[config.mk]
export PLATFORM = sky130hd
export DESIGN_NAME = iafpc_ctrl
export DESIGN_NICKNAME = d
export VERILOG_FILES = /design/src/logic/iafpc_pkg.sv /design/src/logic/iafpc_timer.sv /design/src/logic/iafpc_ctrl.sv
export SDC_FILE = /design/constraint.sdc
export NUM_CORES = 1
export LEC_CHECK = 0
export BUFFER_PORTS_ARGS = -buffer_cell sky130_fd_sc_hd__buf_4
export CAP_MARGIN = 20
export CORE_ASPECT_RATIO = 2
export CORE_UTILIZATION = 45
export DETAILED_ROUTE_END_ITERATION = 12
export GPL_ROUTABILITY_DRIVEN = 0
export PLACE_DENSITY = 0.64
export REMOVE_ABC_BUFFERS = 1
export SETUP_SLACK_MARGIN = 0.02
export SYNTH_ARGS = -nofsm -noshare
export SYNTH_HDL_FRONTEND = slang
export SYNTH_SLANG_ARGS = --single-unit
[constraint.sdc]
create_clock -name ref_clk -period 7.01 [get_ports ref_clk]
set_input_delay 0.701 -clock ref_clk [delete_from_list [all_inputs] [get_ports ref_clk]]
set_output_delay 0.701 -clock ref_clk [all_outputs]
set_load 0.05 [all_outputs]
[src/logic/iafpc_pkg.sv]
// Package: register map, field layout, modes and timing of the flash controller
package iafpc_pkg;
  localparam int unsigned ADDR_W = 4;
  localparam logic [3:0] OFS_CTRL = 4'h0;
  localparam logic [3:0] OFS_RST_PAT = 4'h1;
  localparam logic [3:0] OFS_ADDR_LO = 4'h2;
  localparam logic [3:0] OFS_ADDR_HI = 4'h3;
  localparam logic [3:0] OFS_DATA0 = 4'h4;
  localparam logic [3:0] OFS_IRQ_STAT = 4'hC;
  localparam logic [3:0] OFS_IRQ_MASK = 4'hD;
  localparam int unsigned BIT_ERASE_WRITE_ENABLED_STATUS = 7;
  localparam int unsigned BIT_MODE_LO = 4;
  localparam int unsigned BIT_TRIG = 3;
  localparam int unsigned BIT_WSTART = 2;
  localparam int unsigned BIT_RDEN = 1;
  localparam int unsigned BIT_RSTART = 0;
  localparam logic [2:0] MODE_WRITE = 3'h0;
  localparam logic [2:0] MODE_ERASE = 3'h1;
  localparam logic [2:0] MODE_READ = 3'h3;
  localparam logic [2:0] MODE_UNLOCK = 3'h6;
  localparam logic [7:0] CHIP_RESET_VALUE = 8'h55;
  localparam logic [7:0] RESET_BYTE = 8'h00;
  localparam logic [3:0] ADDR_HI_MASK = 4'hF;
  localparam int unsigned WORDS_PER_WRITE = 4;
  localparam int unsigned WORDS_PER_BLOCK = 256;
  localparam logic [15:0] UNLOCK_PAT1 = 16'h1A2B;
  localparam logic [15:0] UNLOCK_PAT2 = 16'h3C4D;
  localparam logic [15:0] UNLOCK_PAT3 = 16'h5E6F;
  localparam int unsigned CLK_MHZ = 100;
  localparam int unsigned UNLOCK_WIN_US = 20;
  localparam int unsigned UNLOCK_WIN_CYC = UNLOCK_WIN_US * CLK_MHZ;
  localparam int unsigned OP_US = 2;
  localparam int unsigned OP_CYC = OP_US * CLK_MHZ;
  localparam int unsigned IRQ_W = 4;
  localparam int unsigned IRQ_RD_DONE = 0;
  localparam int unsigned IRQ_WR_DONE = 1;
  localparam int unsigned IRQ_ER_DONE = 2;
  localparam int unsigned IRQ_UNLOCK = 3;
  typedef enum logic [1:0] {
    IAFPC_IDLE = 2'b00,
    IAFPC_BUSY = 2'b01,
    IAFPC_STEP = 2'b11
  } iafpc_state_e;
endpackage

[src/logic/iafpc_timer.sv]
// Down counter that runs a timed window and pulses when it expires
`timescale 1ns/100ps
`default_nettype none
module iafpc_timer #(
  parameter int unsigned COUNT = 16
) (
  input wire logic ref_clk,
  input wire logic rst,
  input wire logic start,
  input wire logic abort,
  output logic running,
  output logic expired
);
  logic [15:0] cnt_reg;
  always_ff @(posedge ref_clk or posedge rst) begin
    if (rst) begin
      cnt_reg <= 16'h0000;
      running <= 1'b0;
      expired <= 1'b0;
    end else begin
      expired <= running && (cnt_reg == 16'h0001) && !abort;
      if (abort) begin
        running <= 1'b0;
        cnt_reg <= 16'h0000;
      end else if (start) begin
        running <= 1'b1;
        cnt_reg <= COUNT[15:0];
      end else if (running) begin
        cnt_reg <= cnt_reg - 16'h0001;
        if (cnt_reg == 16'h0001) begin
          running <= 1'b0;
        end
      end
    end
  end
endmodule
`default_nettype wire

[src/logic/iafpc_ctrl.sv]
// In-application flash controller: registers, unlock, read, write, erase
//
// Chosen here: the placing of the registers and the strobed register port.
`timescale 1ns/100ps
`default_nettype none
// Overview of operation
// - Erase works per block, write per four words, read per single word.
// - One erase clears all 256 words of the selected block at once.
// - A good unlock sequence makes hardware set the erase/write-enabled bit.
// - Data registers take writes only while erase/write-enabled or the unlock trigger is high.
// - The write-start bit stays high while programming and self-clears.
// - Reads happen only while read-enable is set.
// - The read-start bit self-clears once the read data is available.
// - Erase picks one of sixteen blocks from the high address low nibble.
// - Write picks one of 1024 units from high nibble and low bits 7..2.
// - Two address, four 16-bit data and two control registers exist.
// - All flash transfers are 16-bit words at the address register pair.
// - Mode codes are 000 write, 001 erase, 011 read, 110 unlock.
// - The unlock trigger starts a timer and clears when it expires.
// - Writing word0 high byte loads the buffer and bumps the address.
// - Writing 55H to the chip reset pattern register resets the chip.
module iafpc_ctrl #(
  parameter int unsigned UNLOCK_CYC = iafpc_pkg::UNLOCK_WIN_CYC,
  parameter int unsigned OP_CYCLES = iafpc_pkg::OP_CYC
) (
  input wire logic ref_clk,
  input wire logic rst,
  input wire logic [3:0] reg_addr,
  input wire logic [7:0] reg_wdata,
  input wire logic reg_write,
  input wire logic reg_read,
  output logic [7:0] reg_rdata,
  output logic irq,
  output logic chip_reset,
  output logic [11:0] fl_addr,
  output logic [15:0] fl_wdata,
  output logic fl_rd,
  output logic fl_wr,
  output logic fl_erase,
  output logic [1:0] fl_wr_idx,
  input wire logic [15:0] fl_rdata
);
  logic [2:0] mode_reg;
  logic erase_write_enabled_status_reg, trig_reg, wstart_reg, rden_reg, rstart_reg;
  logic [7:0] rst_pat_reg, addr_lo_reg;
  logic [3:0] addr_hi_reg;
  logic [7:0] data_reg [0:7];
  logic [15:0] wbuf_reg [0:3];
  logic [1:0] wbuf_idx_reg;
  localparam int unsigned IAFPC_IRQW = iafpc_pkg::IRQ_W;
  logic [IAFPC_IRQW-1:0] stat_reg, mask_reg;
  iafpc_pkg::iafpc_state_e state_reg;
  logic [15:0] op_cnt_reg;
  logic [1:0] step_reg;
  logic [2:0] op_kind_reg;
  logic unl_run, unl_exp;

  wire [7:0] ctrl_rd = {erase_write_enabled_status_reg, mode_reg, trig_reg, wstart_reg,
                        rden_reg, rstart_reg};
  wire wr_ctrl = reg_write && reg_addr == iafpc_pkg::OFS_CTRL;
  wire wr_data = reg_write && reg_addr >= iafpc_pkg::OFS_DATA0
                 && reg_addr < iafpc_pkg::OFS_IRQ_STAT;
  wire [2:0] data_idx = 3'(reg_addr - iafpc_pkg::OFS_DATA0);
  wire busy = state_reg != iafpc_pkg::IAFPC_IDLE;
  wire [2:0] new_mode = reg_wdata[iafpc_pkg::BIT_MODE_LO +: 3];
  // starts only land when idle; a busy write keeps old start bits
  wire go_rd = wr_ctrl && !busy && reg_wdata[iafpc_pkg::BIT_RSTART]
               && reg_wdata[iafpc_pkg::BIT_RDEN]
               && new_mode == iafpc_pkg::MODE_READ;
  wire go_wr = wr_ctrl && !busy && reg_wdata[iafpc_pkg::BIT_WSTART]
               && erase_write_enabled_status_reg && (new_mode == iafpc_pkg::MODE_WRITE
               || new_mode == iafpc_pkg::MODE_ERASE);
  wire go_unl = wr_ctrl && !busy && reg_wdata[iafpc_pkg::BIT_TRIG]
                && new_mode == iafpc_pkg::MODE_UNLOCK && !trig_reg;
  wire [15:0] word1 = {data_reg[3], data_reg[2]};
  wire [15:0] word2 = {data_reg[5], data_reg[4]};
  wire [15:0] word3 = {data_reg[7], data_reg[6]};
  wire pat_ok = word1 == iafpc_pkg::UNLOCK_PAT1
                && word2 == iafpc_pkg::UNLOCK_PAT2
                && word3 == iafpc_pkg::UNLOCK_PAT3;
  // Unlock window: the patterns may arrive while the timer runs
  wire unl_ok = trig_reg && pat_ok;
  // data writes need erase/write enabled, except during unlock
  wire data_ok = erase_write_enabled_status_reg || trig_reg;
  wire wr_w0_hi = wr_data && data_ok && data_idx == 3'h1;
  wire [11:0] addr_full = {addr_hi_reg, addr_lo_reg};
  wire [11:0] addr_inc = addr_full + 12'h001;
  // erase base address, low byte ignored
  wire [11:0] erase_base = {addr_hi_reg, 8'h00};
  // write unit base, low two bits ignored
  wire [11:0] unit_base = {addr_hi_reg, addr_lo_reg[7:2], 2'b00};
  wire [IAFPC_IRQW-1:0] ev;
  wire op_end = state_reg == iafpc_pkg::IAFPC_BUSY
                && op_cnt_reg == 16'h0001;
  // A write holds the step state until its last word has gone out
  wire leave_step = op_kind_reg != iafpc_pkg::MODE_WRITE
                    || fl_wr_idx == 2'h3;

  iafpc_timer #(.COUNT(UNLOCK_CYC)) u_unlock_timer (
    .ref_clk(ref_clk),
    .rst(rst),
    .start(go_unl),
    .abort(unl_ok),
    .running(unl_run),
    .expired(unl_exp)
  );

  // Control register
  always_ff @(posedge ref_clk or posedge rst) begin
    if (rst) begin
      mode_reg <= 3'h0;
      erase_write_enabled_status_reg <= 1'b0;
      trig_reg <= 1'b0;
      rden_reg <= 1'b0;
    end else begin
      if (wr_ctrl) begin
        mode_reg <= new_mode;
        rden_reg <= reg_wdata[iafpc_pkg::BIT_RDEN];
      end
      // Software may only clear the enabled bit; unlock success wins
      if (unl_ok) begin
        erase_write_enabled_status_reg <= 1'b1;
      end else if (wr_ctrl && !reg_wdata[iafpc_pkg::BIT_ERASE_WRITE_ENABLED_STATUS]) begin
        erase_write_enabled_status_reg <= 1'b0;
      end
      // trigger drops on timeout or on success
      if (go_unl) begin
        trig_reg <= 1'b1;
      end else if (unl_exp || unl_ok) begin
        trig_reg <= 1'b0;
      end
    end
  end

  // Start bits and the operation sequencer
  always_ff @(posedge ref_clk or posedge rst) begin
    if (rst) begin
      state_reg <= iafpc_pkg::IAFPC_IDLE;
      wstart_reg <= 1'b0;
      rstart_reg <= 1'b0;
      op_cnt_reg <= 16'h0000;
      step_reg <= 2'h0;
      op_kind_reg <= 3'h0;
    end else begin
      unique case (state_reg)
        iafpc_pkg::IAFPC_IDLE: begin
          if (go_rd || go_wr) begin
            state_reg <= iafpc_pkg::IAFPC_BUSY;
            op_cnt_reg <= OP_CYCLES[15:0];
            op_kind_reg <= new_mode;
            step_reg <= 2'h0;
            wstart_reg <= go_wr;
            rstart_reg <= go_rd;
          end
        end
        iafpc_pkg::IAFPC_BUSY: begin
          op_cnt_reg <= op_cnt_reg - 16'h0001;
          if (op_end) begin
            state_reg <= iafpc_pkg::IAFPC_STEP;
          end
        end
        iafpc_pkg::IAFPC_STEP: begin
          if (leave_step) begin
            state_reg <= iafpc_pkg::IAFPC_IDLE;
            wstart_reg <= 1'b0;
            rstart_reg <= 1'b0;
          end
        end
      endcase
    end
  end

  // Flash strobes: one word per read, four per write, whole block erase
  always_ff @(posedge ref_clk or posedge rst) begin
    if (rst) begin
      fl_rd <= 1'b0;
      fl_wr <= 1'b0;
      fl_erase <= 1'b0;
      fl_addr <= 12'h000;
      fl_wdata <= 16'h0000;
      fl_wr_idx <= 2'h0;
    end else begin
      fl_rd <= 1'b0;
      fl_wr <= 1'b0;
      fl_erase <= 1'b0;
      if (op_end) begin
        unique case (op_kind_reg)
          iafpc_pkg::MODE_READ: begin
            fl_rd <= 1'b1;
            fl_addr <= addr_full;
          end
          iafpc_pkg::MODE_ERASE: begin
            fl_erase <= 1'b1;
            fl_addr <= erase_base;
          end
          default: begin
            fl_wr <= 1'b1;
            fl_addr <= unit_base;
            fl_wdata <= wbuf_reg[0];
            fl_wr_idx <= 2'h0;
          end
        endcase
      end else if (state_reg == iafpc_pkg::IAFPC_STEP
                   && op_kind_reg == iafpc_pkg::MODE_WRITE
                   && fl_wr_idx != 2'h3) begin
        // Remaining three words of the unit, back to back
        fl_wr <= 1'b1;
        fl_wr_idx <= fl_wr_idx + 2'h1;
        fl_wdata <= wbuf_reg[fl_wr_idx + 2'h1];
        fl_addr <= unit_base + {10'h000, fl_wr_idx + 2'h1};
      end
    end
  end

  // Address and data registers
  always_ff @(posedge ref_clk or posedge rst) begin
    if (rst) begin
      addr_lo_reg <= iafpc_pkg::RESET_BYTE;
      addr_hi_reg <= 4'h0;
      rst_pat_reg <= iafpc_pkg::RESET_BYTE;
      wbuf_idx_reg <= 2'h0;
      for (int i = 0; i < 8; i++) begin
        data_reg[i] <= iafpc_pkg::RESET_BYTE;
      end
      for (int i = 0; i < 4; i++) begin
        wbuf_reg[i] <= 16'h0000;
      end
    end else begin
      if (reg_write && reg_addr == iafpc_pkg::OFS_RST_PAT) begin
        rst_pat_reg <= reg_wdata;
      end
      if (wr_w0_hi) begin
        wbuf_reg[wbuf_idx_reg] <= {reg_wdata, data_reg[0]};
        wbuf_idx_reg <= wbuf_idx_reg + 2'h1;
        addr_lo_reg <= addr_inc[7:0];
        addr_hi_reg <= addr_inc[11:8];
      end else begin
        if (reg_write && reg_addr == iafpc_pkg::OFS_ADDR_LO) begin
          addr_lo_reg <= reg_wdata;
          wbuf_idx_reg <= reg_wdata[1:0];
        end
        if (reg_write && reg_addr == iafpc_pkg::OFS_ADDR_HI) begin
          addr_hi_reg <= reg_wdata[3:0] & iafpc_pkg::ADDR_HI_MASK;
        end
      end
      if (wr_data && data_ok) begin
        data_reg[data_idx] <= reg_wdata;
      end
      if (fl_rd) begin
        data_reg[0] <= fl_rdata[7:0];
        data_reg[1] <= fl_rdata[15:8];
      end
    end
  end

  // Events, sticky status and mask; a set beats a same-cycle clear
  assign ev[iafpc_pkg::IRQ_RD_DONE] = fl_rd;
  assign ev[iafpc_pkg::IRQ_WR_DONE] = fl_wr && fl_wr_idx == 2'h3;
  assign ev[iafpc_pkg::IRQ_ER_DONE] = fl_erase;
  assign ev[iafpc_pkg::IRQ_UNLOCK] = unl_ok;
  wire wr_stat = reg_write && reg_addr == iafpc_pkg::OFS_IRQ_STAT;
  wire [IAFPC_IRQW-1:0] clr = wr_stat ? reg_wdata[IAFPC_IRQW-1:0] : '0;
  always_ff @(posedge ref_clk or posedge rst) begin
    if (rst) begin
      stat_reg <= '0;
      mask_reg <= '0;
      irq <= 1'b0;
      chip_reset <= 1'b0;
    end else begin
      stat_reg <= (stat_reg & ~clr) | ev;
      if (reg_write && reg_addr == iafpc_pkg::OFS_IRQ_MASK) begin
        mask_reg <= reg_wdata[IAFPC_IRQW-1:0];
      end
      irq <= |(((stat_reg & ~clr) | ev) & mask_reg);
      chip_reset <= reg_write && reg_addr == iafpc_pkg::OFS_RST_PAT
                    && reg_wdata == iafpc_pkg::CHIP_RESET_VALUE;
    end
  end

  // Read mux; unmapped offsets read zero
  logic [7:0] rd_mux;
  wire data_sel = reg_addr >= iafpc_pkg::OFS_DATA0
                  && reg_addr < iafpc_pkg::OFS_IRQ_STAT;
  always_comb begin
    rd_mux = 8'h00;
    if (reg_addr == iafpc_pkg::OFS_CTRL) rd_mux = ctrl_rd;
    else if (reg_addr == iafpc_pkg::OFS_RST_PAT) rd_mux = rst_pat_reg;
    else if (reg_addr == iafpc_pkg::OFS_ADDR_LO) rd_mux = addr_lo_reg;
    else if (reg_addr == iafpc_pkg::OFS_ADDR_HI) rd_mux = {4'h0, addr_hi_reg};
    else if (reg_addr == iafpc_pkg::OFS_IRQ_STAT) rd_mux = {4'h0, stat_reg};
    else if (reg_addr == iafpc_pkg::OFS_IRQ_MASK) rd_mux = {4'h0, mask_reg};
    else if (data_sel) rd_mux = data_reg[data_idx];
  end
  always_ff @(posedge ref_clk or posedge rst) begin
    if (rst) begin
      reg_rdata <= 8'h00;
    end else begin
      reg_rdata <= reg_read ? rd_mux : 8'h00;
    end
  end

  a_read_needs_en: assert property (
    @(posedge ref_clk) disable iff (rst)
    $rose(rstart_reg) |-> rden_reg)
    else $error("read started without read enable");
  a_wstart_clears: assert property (
    @(posedge ref_clk) disable iff (rst)
    $rose(wstart_reg) |-> ##[1:300] $fell(wstart_reg))
    else $error("write start did not clear");
  a_rd_clear_data: assert property (
    @(posedge ref_clk) disable iff (rst)
    fl_rd |=> !rstart_reg)
    else $error("read start not cleared after data");
  a_erase_write_enabled_status_set: assert property (
    @(posedge ref_clk) disable iff (rst)
    unl_ok |=> erase_write_enabled_status_reg)
    else $error("enabled bit not set after unlock");
  a_data_locked: assert property (
    @(posedge ref_clk) disable iff (rst)
    wr_data && !erase_write_enabled_status_reg && !trig_reg |=> $stable(data_reg[3]))
    else $error("data register written while locked");
  a_erase_block: assert property (
    @(posedge ref_clk) disable iff (rst)
    fl_erase |-> fl_addr[7:0] == 8'h00)
    else $error("erase address not block aligned");
  a_write_four: assert property (
    @(posedge ref_clk) disable iff (rst)
    fl_wr && fl_wr_idx == 2'h0 |=> fl_wr [*3])
    else $error("write unit not four words");
  a_chip_reset: assert property (
    @(posedge ref_clk) disable iff (rst)
    reg_write && reg_addr == iafpc_pkg::OFS_RST_PAT
    && reg_wdata == iafpc_pkg::CHIP_RESET_VALUE |=> chip_reset)
    else $error("no chip reset on pattern");
  a_addr_bump: assert property (
    @(posedge ref_clk) disable iff (rst)
    wr_w0_hi |=> {addr_hi_reg, addr_lo_reg} == $past(addr_inc))
    else $error("address not incremented");
  a_busy_ignore: assert property (
    @(posedge ref_clk) disable iff (rst)
    busy && wr_ctrl |=> $stable(op_kind_reg))
    else $error("start taken while busy");
  a_trig_drop: assert property (
    @(posedge ref_clk) disable iff (rst)
    unl_exp |=> !trig_reg)
    else $error("trigger not cleared at timeout");
  a_read_one_word: assert property (
    @(posedge ref_clk) disable iff (rst)
    fl_rd |=> !fl_rd)
    else $error("more than one word read per operation");
  a_unit_aligned: assert property (
    @(posedge ref_clk) disable iff (rst)
    fl_wr && fl_wr_idx == 2'h0 |-> fl_addr[1:0] == 2'b00)
    else $error("write unit not aligned");
  a_wr_needs_en: assert property (
    @(posedge ref_clk) disable iff (rst)
    $rose(wstart_reg) |-> erase_write_enabled_status_reg)
    else $error("program started while locked");
endmodule
`default_nettype wire

==> impl_metrics.csv <==
group,metric,value,unit
timing,finalClockSkew,0.0124,ns
placement,pre_cts_ws,3.38,ns
yosys,synth_commonest_cells,"248 x dfrtp_1, 132 x mux2_2, 97 x nand2_1",
yosys,async_flop_share,100,%
cells_and_area,nets,1148,
worst_setup_path,reg2reg_from,"op_cnt_reg[8]$_DFFE_PP0P_",
hold_path,worstHoldPathType,"primary input to asynchronous set/reset pin",
drt,routedWlPerCell,20.9,um
worst_setup_path,worstRegToRegCells,5,
timing,fmax,326,MHz
worst_setup_path,rr_endpoint,"fl_addr[0]$_DFFE_PP0P_",
drt,drtPass1Iterations,8,
worst_setup_path,rrSetupSlack,4.19,ns
drt,drt.antenna.violating_nets,0,
yosys,synthMuxAreaShare,19.2,%
drt,drt-initial-drc-count,421,
clock_tree,clock_latency,0.53,ns
worst_setup_path,endpoint,"op_kind_reg[0]$_DFFE_PP0P_",
timing,setup_viol,0,
yosys,synth-simple-area-share,14.1,%
timing,layout_setup_ws,3.94,ns
timing,tightestPinTransition,0.953,ns
die,rows,84,
clock_tree,clock-sinks,248,
clock_tree,cts_buffer_depth,3,
clock_tree,cts_tree,"built",
cells_and_area,drive_gt1_share,27.3,%
yosys,synth_cell_types,84,
timing,relSlewSlack,36.5,%
yosys,synth_area_leaders,"dfrtp_1 52%, mux2_2 12%, mux2i_1 3.2%",
pwr,power.density,280,nW/um^2
clock_tree,cts_setup_buffers,0,
drt,via_per_inst,5.75,
timing,slew_viol_final,0,
worst_setup_path,cp_slowest_cell,"nor4_1",
worst_setup_path,worstSetupPathType,"primary input to register",
placement,dp.final_hpwl,21300,um
global_routing,grt_pass1_wl,47800,um
timing,post-route-min-period,3.07,ns
die,core_area,26300,um^2
yosys,synth.avg_cell_area,11.4,um^2
placement,port_buffers,74,
yosys,synth_warnings,0,
die,die_height,233,um
clock_tree,cts_resized,0,
run_status,status,"completed",
yosys,synth_edf_count,0,
global_routing,antenna_found_initial,0,
worst_setup_path,worstSetupStartpoint,"reg_addr[2]",
drt,num_vias,8416,
cells_and_area,stdcell_count,1463,
cells_and_area,syn_to_final_growth,13.5,%
global_routing,grt-ovfl-total,0,
worst_setup_path,path_max_fanout,19,
die,die_w,118,um
timing,hold_violations,0,
die,die-area,27400,um^2
yosys,synthXorXnorAreaFrac,1.02,%
worst_setup_path,critPathArrivalTime,3.48,ns
yosys,synth_area_leader_cell,"dfrtp_1",
clock_tree,numCtsBuffers,23,
die,io_pins,75,
yosys,syn-instance-count,1056,
pwr,p_leak,6.07,nW
yosys,yosysMostFrequentCell,"dfrtp_1",
job,drv_cap,0,
drt,route.detailed.drc,0,
clock_tree,clk_pin_slew,0.07,ns
worst_setup_path,crit_path_end_kind,"register",
worst_setup_path,required,7.42,ns
die,start_util,45.7,%
yosys,ys_ff_latch,248,
yosys,synth_fa_ha_area_share,1.35,%
yosys,synth_flop_cell,"dfrtp_1",
worst_setup_path,cp-start-kind,"primary input",
timing,rsz0062_at_grt,"false",
worst_setup_path,slowest_delay,0.68,ns
yosys,syn_area,12000,um^2
global_routing,grt_max_degree,139,
worst_setup_path,cp_cell_sequence,"buf_4 > inv_2 > ha_1 > nand4bb_1 > nor4_1 > nor2_1 > mux2_2",
pwr,ir_drop,232,uV
global_routing,globalRouteTotalUtil,22.6,%
yosys,synth_top_family_by_area,"multiplexers",
cells_and_area,n_antenna_cell,0,
clock_tree,htreeDepth,1,
yosys,yosysTopAreaCellShare,51.7,%
yosys,synth-compound-area-share,9.74,%
yosys,ys_seq_area_share,51.7,%
placement,dp.cells,1421,
clock_tree,cts_root_buf,"clkbuf_16",
timing,min_period_over_period,43.8,%
clock_tree,hold_buffers,0,
global_routing,grt_pass1_vias,8694,
drt,routed_wl,30500,um
-- logic make-up (layout without fill, tap and decap cells) --
group | after synthesis | in the layout
xor+xnor | 14 | 14
flops | 248 | 248
mux | 192 | 192
compound gates | 193 | 193
simple gates | 315 | 315
buf+inv | 81 | 144
fa+ha+maj | 13 | 13
-- final cells by class --
class,count,area [um^2]
multi-input cells,727,5450
clock buffers,34,667
clock inverters,7,166
fillers,2441,12600
repair buffers,82,623
inverters,21,86.3
well taps,344,430
flip-flops and latches,248,6210
-- worst min path at each step --
stage	start	endpoint	slack (ns)	cells past startpoint
4_1_cts	fl_rdata[6]	data_reg[62]$_DFFE_PP0P_	0.36	3
6_report	rst	fl_wdata[6]$_DFFE_PP0P_	0.36	2
3_3_place_gp	op_cnt_reg[14]$_DFFE_PP0P_	op_cnt_reg[14]$_DFFE_PP0P_	0.47	1
5_1_grt	fl_rdata[11]	data_reg[51]$_DFFE_PP0P_	0.38	3
3_5_place_dp	fl_wdata[3]$_DFFE_PP0P_	fl_wdata[3]$_DFFE_PP0P_	0.48	2
2_1_floorplan	u_unlock_timer.expired$_DFF_PP0_	trig_reg$_DFFE_PP0P_	0.41	1
-- metal layers --
metal	up-vias	GRT usage, %	share of wire, %
met2	195	41.8	54
li1	3907	-	-
met5	-	0	0
met3	76	2.79	4.0
met1	4238	24.6	37
met4	0	13.3	5.6
-- metrics by stage --
step                power [mW]  hold slack, ns  util (%)  cell area, um^2  TNS, ns
global placement          2.42           0.466      48.6            12800        0
CTS                       3.84           0.358      51.8            13600        0
detailed placement        2.45           0.475      48.7            12800        0
finish                    3.82           0.359      51.9            13600        0
floorplan                 2.23           0.411         -            11700  -125.47
global route              3.98           0.384      51.9            13600        0
-- worst max-delay path, delay by kind of cell --
kind                       cells  cell delay [ns]
muxes                          1             0.36
adders and majority gates      1             0.56
and+or+nand+nor                3             1.51
buffers and inverters          2             0.34
-- power by group --
| group | switching, mW | internal, mW |
|---|---|---|
| registers | 0.194 | 1.67 |
| logic | 0.256 | 0.306 |
| clock network | 0.548 | 0.843 |
-- placed cells by master (no fill, tap or decap), types with 6 or more instances in the layout --
cell / n
clkbuf_16: 23
xor2_1: 7
inv_1: 17
o211ai_1: 7
nand4b_1: 6
nand3_1: 25
or2_2: 6
mux2i_1: 38
mux4_2: 14
o22ai_1: 14
nand2b_1: 10
nor4b_1: 6
nand2_1: 97
ha_1: 13
o21ai_0: 72
nand4_1: 10
xnor2_1: 7
or3_1: 9
dfrtp_1: 248
buf_4: 81
clkbuf_1: 6
mux2_4: 8
nor2_1: 69
a21oi_1: 51
nor3_1: 12
nor2b_1: 6
mux2_2: 132
Power figures use the tool's default switching activity.
